$ cat src/hdl/input_capture_map.vh
`ifndef INPUT_CAPTURE_MAP_VH
`define INPUT_CAPTURE_MAP_VH

// Register byte offsets on the AXI4-Lite slave.
`define ICM_CTRL_OFS        8'h00
`define ICM_FIFO_STAT_OFS   8'h04
`define ICM_INT_STAT_OFS    8'h08
`define ICM_INT_MASK_OFS    8'h0c
`define ICM_RESULT_OFS      8'h10

// Control register fields.
`define ICM_CTRL_MODE_LSB   0
`define ICM_CTRL_MODE_MSB   2
`define ICM_CTRL_FIRST_RISE 3
`define ICM_CTRL_CASCADE    4
`define ICM_CTRL_TSEL       5
`define ICM_CTRL_THR_LSB    6
`define ICM_CTRL_THR_MSB    7
`define ICM_CTRL_RESET      8'h00

// Capture modes.
`define ICM_MODE_OFF        3'h0
`define ICM_MODE_EVERY_EDGE 3'h1
`define ICM_MODE_DIV4       3'h2
`define ICM_MODE_DIV16      3'h3
`define ICM_MODE_RISE       3'h4
`define ICM_MODE_FALL       3'h5

// Prescaler terminal counts.
`define ICM_DIV4_LAST       4'h3
`define ICM_DIV16_LAST      4'hf

// Interrupt status and mask bits.
`define ICM_INT_CAPTURE     0
`define ICM_INT_THRESHOLD   1
`define ICM_INT_OVERFLOW    2
`define ICM_INT_WIDTH       3
`define ICM_INT_MASK_RESET  3'h0

// FIFO status fields.
`define ICM_FS_NOT_EMPTY    0
`define ICM_FS_FULL         1
`define ICM_FS_LEVEL_LSB    2

// Position of the alternate time-base select bit in the system configuration word.
`define ICM_ALT_TB_BIT      17

// AXI response codes.
`define ICM_RESP_OKAY       2'h0
`define ICM_RESP_SLVERR     2'h2

`endif

$ cat src/hdl/capture_fifo_mem.v
module capture_fifo_mem #(
  parameter DATA_W = 32,
  parameter ADDR_W = 2
) (
  input  wire              mclk,
  input  wire              wr_en,
  input  wire [ADDR_W-1:0] wr_addr,
  input  wire [DATA_W-1:0] wr_data,
  input  wire [ADDR_W-1:0] rd_addr,
  output reg  [DATA_W-1:0] rd_data_r
);

  reg [DATA_W-1:0] mem [0:(1<<ADDR_W)-1];

  always @(posedge mclk)
  begin
    if (wr_en)
    begin
      mem[wr_addr] <= wr_data;
    end
    rd_data_r <= mem[rd_addr];
  end

endmodule // capture_fifo_mem

$ cat src/hdl/capture_edge_qualifier.v
`include "input_capture_map.vh"

module capture_edge_qualifier (
  input  wire       mclk,
  input  wire       rst,
  input  wire       pin,
  input  wire [2:0] mode,
  input  wire       first_rise,
  output reg        capture_r,
  output reg        pin_edge_r
);

  reg       pin_prev_r;
  reg       armed_r;
  reg [3:0] presc_r;
  reg [3:0] presc_nxt;
  reg       hit_nxt;

  wire rise = pin & ~pin_prev_r;
  wire fall = ~pin & pin_prev_r;
  wire on   = (mode != `ICM_MODE_OFF);

  always @*
  begin
    hit_nxt   = 1'b0;
    presc_nxt = presc_r;
    case (mode)
      `ICM_MODE_EVERY_EDGE:
        hit_nxt = armed_r ? (rise | fall) : (first_rise ? rise : fall);
      `ICM_MODE_DIV4:
      begin
        if (rise)
        begin
          hit_nxt   = (presc_r == `ICM_DIV4_LAST);
          presc_nxt = hit_nxt ? 4'h0 : presc_r + 4'h1;
        end
      end
      `ICM_MODE_DIV16:
      begin
        if (rise)
        begin
          hit_nxt   = (presc_r == `ICM_DIV16_LAST);
          presc_nxt = presc_r + 4'h1;
        end
      end
      `ICM_MODE_RISE:
        hit_nxt = rise;
      `ICM_MODE_FALL:
        hit_nxt = fall;
      default:
        hit_nxt = 1'b0;
    endcase
  end

  // The pin is sampled once so edges are seen as single-cycle pulses.
  always @(posedge mclk)
  begin
    if (rst)
    begin
      pin_prev_r <= 1'b0;
      armed_r    <= 1'b0;
      presc_r    <= 4'h0;
      capture_r  <= 1'b0;
      pin_edge_r <= 1'b0;
    end
    else
    begin
      pin_prev_r <= pin;
      // Turning the channel off restarts the prescaler and the first-edge choice.
      armed_r    <= on & (armed_r | hit_nxt);
      presc_r    <= on ? presc_nxt : 4'h0;
      capture_r  <= hit_nxt;
      pin_edge_r <= on & (rise | fall);
    end
  end

endmodule // capture_edge_qualifier

$ cat src/hdl/input_capture_channel.v
// What this block does
// - A qualifying capture pin event latches the selected time base, 16 or 32 bits wide.
// - Every-edge mode captures on both edges, the first on the polarity software chose.
// - Divide-by-four mode captures only on every fourth rising edge.
// - Divide-by-sixteen mode captures only on every sixteenth rising edge.
// - The time base is one of six 16-bit timers or two of them cascaded to 32 bits.
// - An edge on the capture pin can wake the device from Sleep and Idle.
// - Capture events raise an interrupt request.
// - Captures go into a four-entry FIFO; the interrupt fires at 1, 2, 3 or 4 entries.
// - With the alternate select bit clear, every channel uses timers 2 and 3.
// - With it set, channels 1-3 use timers 4/5, 4-6 use 2/3, 7-9 use 6/7.
//
// Decided for this implementation: the AXI4-Lite slave port and the register offsets.
`include "input_capture_map.vh"

module input_capture_channel #(
  parameter CHANNEL   = 1,
  parameter TIMER_W   = 16,
  parameter NUM_TMR   = 6,
  parameter FIFO_AW   = 2,
  parameter ADDR_W    = 8
) (
  input  wire                       mclk,
  input  wire                       rst,
  input  wire                       capture_input_pin,
  input  wire [NUM_TMR*TIMER_W-1:0] timer_counts,
  input  wire [31:0]                system_config_register,
  output reg                        wake_request_r,
  output wire                       irq,
  input  wire [ADDR_W-1:0]          s_axi_awaddr,
  input  wire                       s_axi_awvalid,
  output wire                       s_axi_awready,
  input  wire [31:0]                s_axi_wdata,
  input  wire [3:0]                 s_axi_wstrb,
  input  wire                       s_axi_wvalid,
  output wire                       s_axi_wready,
  output reg  [1:0]                 s_axi_bresp,
  output reg                        s_axi_bvalid,
  input  wire                       s_axi_bready,
  input  wire [ADDR_W-1:0]          s_axi_araddr,
  input  wire                       s_axi_arvalid,
  output wire                       s_axi_arready,
  output reg  [31:0]                s_axi_rdata,
  output reg  [1:0]                 s_axi_rresp,
  output reg                        s_axi_rvalid,
  input  wire                       s_axi_rready
);

  localparam [FIFO_AW:0] DEPTH = {1'b1, {FIFO_AW{1'b0}}};

  // Index of the primary timer of the pair, counted from timer 2.
  function [2:0] pair_base;
    input integer ch;
    input         alt;
    begin
      if (!alt)
        pair_base = 3'h0;
      else if (ch <= 3)
        pair_base = 3'h2;
      else if (ch <= 6)
        pair_base = 3'h0;
      else
        pair_base = 3'h4;
    end
  endfunction

  function [TIMER_W-1:0] timer_at;
    input [NUM_TMR*TIMER_W-1:0] all;
    input [2:0]                 idx;
    begin
      timer_at = all[idx*TIMER_W +: TIMER_W];
    end
  endfunction

  reg  [7:0]              ctrl_r;
  reg  [2:0]              int_stat_r;
  reg  [2:0]              int_stat_nxt;
  reg  [2:0]              int_mask_r;
  reg  [FIFO_AW-1:0]      wr_ptr_r;
  reg  [FIFO_AW-1:0]      rd_ptr_r;
  reg  [FIFO_AW:0]        level_r;
  reg  [FIFO_AW:0]        level_nxt;
  reg  [ADDR_W-1:0]       awaddr_r;
  reg                     aw_held_r;
  reg  [31:0]             wdata_r;
  reg  [3:0]              wstrb_r;
  reg                     w_held_r;
  reg  [ADDR_W-1:0]       araddr_r;
  reg                     rd_pend_r;
  reg                     res_ok_r;
  reg  [31:0]             rdata_nxt;
  reg  [1:0]              rresp_nxt;
  reg  [31:0]             cap_value;

  wire [2:0]              mode = ctrl_r[`ICM_CTRL_MODE_MSB:`ICM_CTRL_MODE_LSB];
  wire                    on   = (mode != `ICM_MODE_OFF);
  wire                    cap_hit;
  wire                    pin_edge;
  wire [31:0]             fifo_rdata;
  wire [1:0]              thr  = ctrl_r[`ICM_CTRL_THR_MSB:`ICM_CTRL_THR_LSB];
  wire                    full = (level_r == DEPTH);

  capture_edge_qualifier u_qual (
    .mclk       (mclk),
    .rst        (rst),
    .pin        (capture_input_pin),
    .mode       (mode),
    .first_rise (ctrl_r[`ICM_CTRL_FIRST_RISE]),
    .capture_r  (cap_hit),
    .pin_edge_r (pin_edge)
  );

  // Time base selection.
  wire       alt_sel = system_config_register[`ICM_ALT_TB_BIT];
  wire [2:0] pri_idx = pair_base(CHANNEL, alt_sel);
  wire [2:0] sec_idx = pri_idx + 3'h1;
  wire [TIMER_W-1:0] pri_cnt = timer_at(timer_counts, pri_idx);
  wire [TIMER_W-1:0] sec_cnt = timer_at(timer_counts, sec_idx);

  always @*
  begin
    if (ctrl_r[`ICM_CTRL_CASCADE])
      cap_value = {sec_cnt, pri_cnt};
    else if (ctrl_r[`ICM_CTRL_TSEL])
      cap_value = {{(32-TIMER_W){1'b0}}, sec_cnt};
    else
      cap_value = {{(32-TIMER_W){1'b0}}, pri_cnt};
  end

  // A capture into a full FIFO is dropped so the unread entries survive.
  wire push = cap_hit & ~full;
  wire pop  = rd_pend_r & res_ok_r;

  // The read data are the value presented on the FIFO's registered read port.
  capture_fifo_mem #(
    .DATA_W (32),
    .ADDR_W (FIFO_AW)
  ) u_mem (
    .mclk      (mclk),
    .wr_en     (push),
    .wr_addr   (wr_ptr_r),
    .wr_data   (cap_value),
    .rd_addr   (rd_ptr_r),
    .rd_data_r (fifo_rdata)
  );

  always @*
  begin
    level_nxt = level_r;
    if (push & ~pop)
      level_nxt = level_r + 1'b1;
    else if (pop & ~push)
      level_nxt = level_r - 1'b1;
  end

  always @(posedge mclk)
  begin
    if (rst)
    begin
      wr_ptr_r <= {FIFO_AW{1'b0}};
      rd_ptr_r <= {FIFO_AW{1'b0}};
      level_r  <= {(FIFO_AW+1){1'b0}};
    end
    else if (!on)
    begin
      // Switching the channel off discards whatever was left unread.
      wr_ptr_r <= {FIFO_AW{1'b0}};
      rd_ptr_r <= {FIFO_AW{1'b0}};
      level_r  <= {(FIFO_AW+1){1'b0}};
    end
    else
    begin
      if (push)
        wr_ptr_r <= wr_ptr_r + 1'b1;
      if (pop)
        rd_ptr_r <= rd_ptr_r + 1'b1;
      level_r <= level_nxt;
    end
  end

  // Wake request follows every pin edge while the channel is on, even in sleep.
  always @(posedge mclk)
  begin
    if (rst)
      wake_request_r <= 1'b0;
    else
      wake_request_r <= pin_edge;
  end

  // Interrupt status.
  wire stat_rd = rd_pend_r && (araddr_r == `ICM_INT_STAT_OFS);
  wire [2:0] ev;
  assign ev[`ICM_INT_CAPTURE]   = cap_hit;
  assign ev[`ICM_INT_THRESHOLD] = on && (level_r > {1'b0, thr});
  assign ev[`ICM_INT_OVERFLOW]  = cap_hit & full;

  always @*
  begin
    // A new event in the clearing read's cycle survives the clear.
    int_stat_nxt = (stat_rd ? 3'h0 : int_stat_r) | ev;
  end

  always @(posedge mclk)
  begin
    if (rst)
      int_stat_r <= 3'h0;
    else
      int_stat_r <= int_stat_nxt;
  end

  assign irq = |(int_stat_r & int_mask_r);

  // AXI4-Lite write path: address and data are taken independently.
  assign s_axi_awready = ~aw_held_r & ~s_axi_bvalid;
  assign s_axi_wready  = ~w_held_r & ~s_axi_bvalid;

  wire do_write = aw_held_r & w_held_r;
  wire wr_map   = (awaddr_r == `ICM_CTRL_OFS) || (awaddr_r == `ICM_INT_MASK_OFS) ||
                  (awaddr_r == `ICM_FIFO_STAT_OFS) || (awaddr_r == `ICM_INT_STAT_OFS) ||
                  (awaddr_r == `ICM_RESULT_OFS);

  always @(posedge mclk)
  begin
    if (rst)
    begin
      aw_held_r    <= 1'b0;
      w_held_r     <= 1'b0;
      awaddr_r     <= {ADDR_W{1'b0}};
      wdata_r      <= 32'h0;
      wstrb_r      <= 4'h0;
      s_axi_bvalid <= 1'b0;
      s_axi_bresp  <= `ICM_RESP_OKAY;
      ctrl_r       <= `ICM_CTRL_RESET;
      int_mask_r   <= `ICM_INT_MASK_RESET;
    end
    else
    begin
      if (s_axi_awvalid && s_axi_awready)
      begin
        aw_held_r <= 1'b1;
        awaddr_r  <= s_axi_awaddr;
      end
      if (s_axi_wvalid && s_axi_wready)
      begin
        w_held_r <= 1'b1;
        wdata_r  <= s_axi_wdata;
        wstrb_r  <= s_axi_wstrb;
      end
      if (do_write)
      begin
        aw_held_r    <= 1'b0;
        w_held_r     <= 1'b0;
        s_axi_bvalid <= 1'b1;
        s_axi_bresp  <= wr_map ? `ICM_RESP_OKAY : `ICM_RESP_SLVERR;
        if (wstrb_r[0] && awaddr_r == `ICM_CTRL_OFS)
          ctrl_r <= wdata_r[7:0];
        if (wstrb_r[0] && awaddr_r == `ICM_INT_MASK_OFS)
          int_mask_r <= wdata_r[`ICM_INT_WIDTH-1:0];
      end
      else if (s_axi_bvalid && s_axi_bready)
      begin
        s_axi_bvalid <= 1'b0;
      end
    end
  end

  // AXI4-Lite read path: two cycles so the FIFO read port has settled.
  assign s_axi_arready = ~rd_pend_r & ~s_axi_rvalid;

  always @*
  begin
    rresp_nxt = `ICM_RESP_OKAY;
    case (araddr_r)
      `ICM_CTRL_OFS:
        rdata_nxt = {24'h0, ctrl_r};
      `ICM_FIFO_STAT_OFS:
        rdata_nxt = {{(32-FIFO_AW-3){1'b0}}, level_r, full, (level_r != 0)};
      `ICM_INT_STAT_OFS:
        rdata_nxt = {29'h0, int_stat_r};
      `ICM_INT_MASK_OFS:
        rdata_nxt = {29'h0, int_mask_r};
      `ICM_RESULT_OFS:
        // An empty FIFO reads as zero and is left untouched.
        rdata_nxt = res_ok_r ? fifo_rdata : 32'h0;
      default:
      begin
        rdata_nxt = 32'h0;
        rresp_nxt = `ICM_RESP_SLVERR;
      end
    endcase
  end

  always @(posedge mclk)
  begin
    if (rst)
    begin
      rd_pend_r    <= 1'b0;
      res_ok_r     <= 1'b0;
      araddr_r     <= {ADDR_W{1'b0}};
      s_axi_rvalid <= 1'b0;
      s_axi_rdata  <= 32'h0;
      s_axi_rresp  <= `ICM_RESP_OKAY;
    end
    else
    begin
      if (s_axi_arvalid && s_axi_arready)
      begin
        rd_pend_r <= 1'b1;
        araddr_r  <= s_axi_araddr;
        // Emptiness is judged at acceptance, matching the data the read port holds.
        res_ok_r  <= (s_axi_araddr == `ICM_RESULT_OFS) && (level_r != 0) && on;
      end
      else if (rd_pend_r)
      begin
        rd_pend_r    <= 1'b0;
        res_ok_r     <= 1'b0;
        s_axi_rvalid <= 1'b1;
        s_axi_rdata  <= rdata_nxt;
        s_axi_rresp  <= rresp_nxt;
      end
      else if (s_axi_rvalid && s_axi_rready)
      begin
        s_axi_rvalid <= 1'b0;
      end
    end
  end

endmodule // input_capture_channel

$ cat config.mk
export PLATFORM = sky130hd
export DESIGN_NAME = input_capture_channel
export DESIGN_NICKNAME = d
export VERILOG_FILES = /design/src/hdl/capture_fifo_mem.v /design/src/hdl/capture_edge_qualifier.v /design/src/hdl/input_capture_channel.v
export VERILOG_INCLUDE_DIRS = /design/src /design/src/hdl
export SDC_FILE = /design/constraint.sdc
export NUM_CORES = 1
export LEC_CHECK = 0
export BUFFER_PORTS_ARGS = -buffer_cell sky130_fd_sc_hd__buf_2
export CAP_MARGIN = 10
export CORE_MARGIN = 8
export CORE_UTILIZATION = 45
export CTS_BUF_LIST = sky130_fd_sc_hd__clkbuf_4 sky130_fd_sc_hd__clkbuf_8 sky130_fd_sc_hd__clkbuf_16
export CTS_CLUSTER_DIAMETER = 80
export DETAILED_ROUTE_END_ITERATION = 16
export PLACE_DENSITY = 0.65
export SLEW_MARGIN = 25
export SYNTH_ARGS = -nofsm -noshare
export SYNTH_HDL_FRONTEND = slang
export SYNTH_SLANG_ARGS = --single-unit
$ cat constraint.sdc
create_clock -name mclk -period 2.46 [get_ports mclk]
set_input_delay 0.492 -clock mclk [delete_from_list [all_inputs] [get_ports mclk]]
set_output_delay 0.492 -clock mclk [all_outputs]
set_load 0.01 [all_outputs]
==> results.toml <==
[status]
outcome = "completed"

[power]
clockPowerShare_pct = 44.9
power_switching_mw = 1.86
power.internal_mw = 7.04
p_leak_nw = 4.52
p_per_area_nw_per_um2 = 745
ir_drop_mv = 0.675
p_seq_share_pct = 50.8
p_total_mw = 8.89
p_sw_share_pct = 20.9
power_frac_comb_pct = 4.3

[synth]
synthDistinctLibCells = 52
yosysSeqAreaShare_pct = 64.3
synth-seq-cells = 255
ys.flop_type = "edfxtp_1"
syn_inst = 726
yosys.area.top_type = "edfxtp_1"
synth_area_um2 = 9940
ys_top_cells_by_area = "edfxtp_1 39%, dfxtp_1 26%, mux4_2 11%"
async_reset_ff_share_pct = 0
synth_edf_count = 128
yosys_warnings = 0
synth.avg_cell_area_um2 = 13.7
yosysTopAreaCellShare_pct = 38.7

[clocking]
clkLatencyLatePin_ns = 0.53
cts_inserted_buffers = 27
cts_buffer_depth = 3
cts_resized = 0
cts_tree = "built"
clkSinkCount = 255
post-cts-setup-buffers = 0
cts_hold_buffers = 0
path_clk_slew_ns = 0.06
clock-root-buffer = "clkbuf_16"
htree_levels = 1

[timing]
fin_crit_sh_pct = 83.0
tightest_slew_ns = 0.557
finalHoldViolations = 0
grt_setup_unrepaired = "false"
drv_slew = 0
max-slew-margin-rel_pct = 62.5
min_period_ns = 2.04
fmax_mhz = 490
fin_skew_ns = 0.0146
setup_viol = 0
final.setup.tns_ns = 0

[cells_and_area]
final_layout_size_suffix_gt1_share_pct = 30.6
syn2layout_area_growth_pct = 20.2
fin_nets = 1076
final_util_pct = 54.9
mostFrequentLayoutCells = "138 x buf_2, 128 x edfxtp_1, 125 x dfxtp_1"
layoutNonFillerInstCount = 1178
final_common_cell = "buf_2"
antenna_cells = 0
final_area_um2 = 11900

[drt]
first_pass_iters = 6
drtIter0Drc = 287
route.antenna.remaining_nets = 0
wl_um = 20900
vias_per_cell = 5.18
drc_errors = 0
vias = 6097
wire_per_inst_um = 17.7

[critical_path]
worst-endpoint-required_ns = 1.97
worst_setup_path_startpoint = "rd_pend_r"
start_kind = "register"
crit_path_end_kind = "output pin"
reg2reg_depth = 8
crit_fanout = 34
endpoint = "s_axi_arready"
reg2reg_to = "level_r[2]"
crit_type = "register to output pin"
crit_arrival_ns = 1.55
ff2ff_setup_slack_ns = 0.45
r2r_start = "level_r[0]"

[placed_design]
dp.final_hpwl_um = 14200
dpl.cell_count = 1128
port_buffers = 138
dpl_cell_area_um2 = 11000
gp_congestion = 0.770

[global_routing]
grt_use_total_pct = 15.6
grt_overflow_total = 0
top_usage_layer = "met2"
grt_start_max_net_pins = 35
grt_antenna_before_repair = 0
grt_util_met1_pct = 20.0
use_met2_pct = 26.9
grt_pass1_wl_um = 33800
grt_pass1_vias = 6479
grtUsageMet3_pct = 3.29

[floorplanning]
die_h_um = 165
initial_core_util_pct = 45.7
io_pins = 231
floorplan.die.width_um = 165
core_um2 = 21800
rows = 54
dieArea_um2 = 27100

[hold_path]
min_path_type = "primary input to register"
min_from = "s_axi_awaddr[0]"

[run]
maxCapViolCount = 0
-- per-stage QoR --
stage | worst slack, ns | hold slack (ns)
2_1_floorplan | 0.260 | 0.414
3_3_place_gp | 0.514 | 0.417
3_5_place_dp | 0.490 | 0.428
4_1_cts | 0.368 | 0.179
5_1_grt | 0.292 | 0.198
6_report | 0.418 | 0.206
-- area by class of cell --
cell class | instances | area (um2)
tap | 280 | 350
multi-input combinational | 417 | 3330
clock buffer | 39 | 797
inverter | 13 | 48.8
sequential | 255 | 6390
timing repair buffer | 163 | 916
fill | 1839 | 9810
clock inverter | 11 | 106
-- power by group through the flow --
| stage | registers [mW] | clock network [mW] | logic (mW) |
|---|---|---|---|
| final | 4.52 | 3.99 | 0.383 |
| after global routing | 4.52 | 4.25 | 0.425 |
| after CTS | 4.51 | 4.09 | 0.389 |
| after detailed placement | 4.61 | 0 | 0.388 |
| after global placement | 4.61 | 0 | 0.381 |
| after floorplan | 4.60 | 0 | 0.226 |
-- cells in the mapped netlist (2+ instances only) --
library cell	n
clkbuf_1	27
ha_1	10
nor2b_1	47
a2bb2oi_1	2
and3b_1	3
a32oi_1	3
nor4_1	3
xor2_1	6
mux4_2	48
a22o_1	10
mux2i_1	34
and2_1	9
mux2_2	3
inv_1	13
xnor2_1	2
nor4b_1	3
a21oi_1	62
buf_2	8
nand2_1	62
nand4_1	4
dfxtp_1	127
nand3_1	4
buf_1	5
buf_4	2
nor2_1	65
or2_2	2
o32ai_1	2
nor3_1	5
edfxtp_1	128
nand2b_1	5
-- logic make-up (layout without fill, tap and decap cells) --
| logic type | Yosys count | after routing | share of synthesized area (%) |
|---|---|---|---|
| flops | 255 | 255 | 64.3 |
| simple gates | 220 | 220 | 11.0 |
| compound gates | 91 | 91 | 5.62 |
| mux | 85 | 85 | 14.6 |
| buf+inv | 55 | 226 | 2.25 |
| fa+ha+maj | 11 | 11 | 1.46 |
| xor+xnor | 8 | 8 | 0.705 |
| other cells | 1 | 2 | 0.0377 |
-- metal layers --
layer,share of wire (%),vias up
met5,0,-
met4,1.5,0
met3,5.9,25
met2,49,146
met1,44,2960
li1,-,2966
-- state kept, by name (all words and copies together) (netlist names), 2 cells and up --
signal	count
ctrl_r	8
rd_ptr_r	2
u_mem.mem	128
u_mem.rd_data_r	32
araddr_r	8
level_r	3
u_qual.presc_r	4
int_mask_r	3
awaddr_r	8
int_stat_r	3
wdata_r	8
s_axi_rdata	32
wr_ptr_r	2
-- worst max-delay path, cell delays in order (launching register included) --
cell	delay [ns]
dfxtp_1	0.33
buf_4	0.41
nor2_1	0.12
buf_2	0.16
-- worst min path at each step --
stage / to / depth (start not counted)
2_1_floorplan: wake_request_r / 1
3_3_place_gp: wake_request_r / 1
6_report: awaddr_r[0] / 3
5_1_grt: wdata_r[3] / 3
4_1_cts: wdata_r[3] / 3
3_5_place_dp: wake_request_r / 1
No activity file was read; power rests on OpenSTA's default activity.
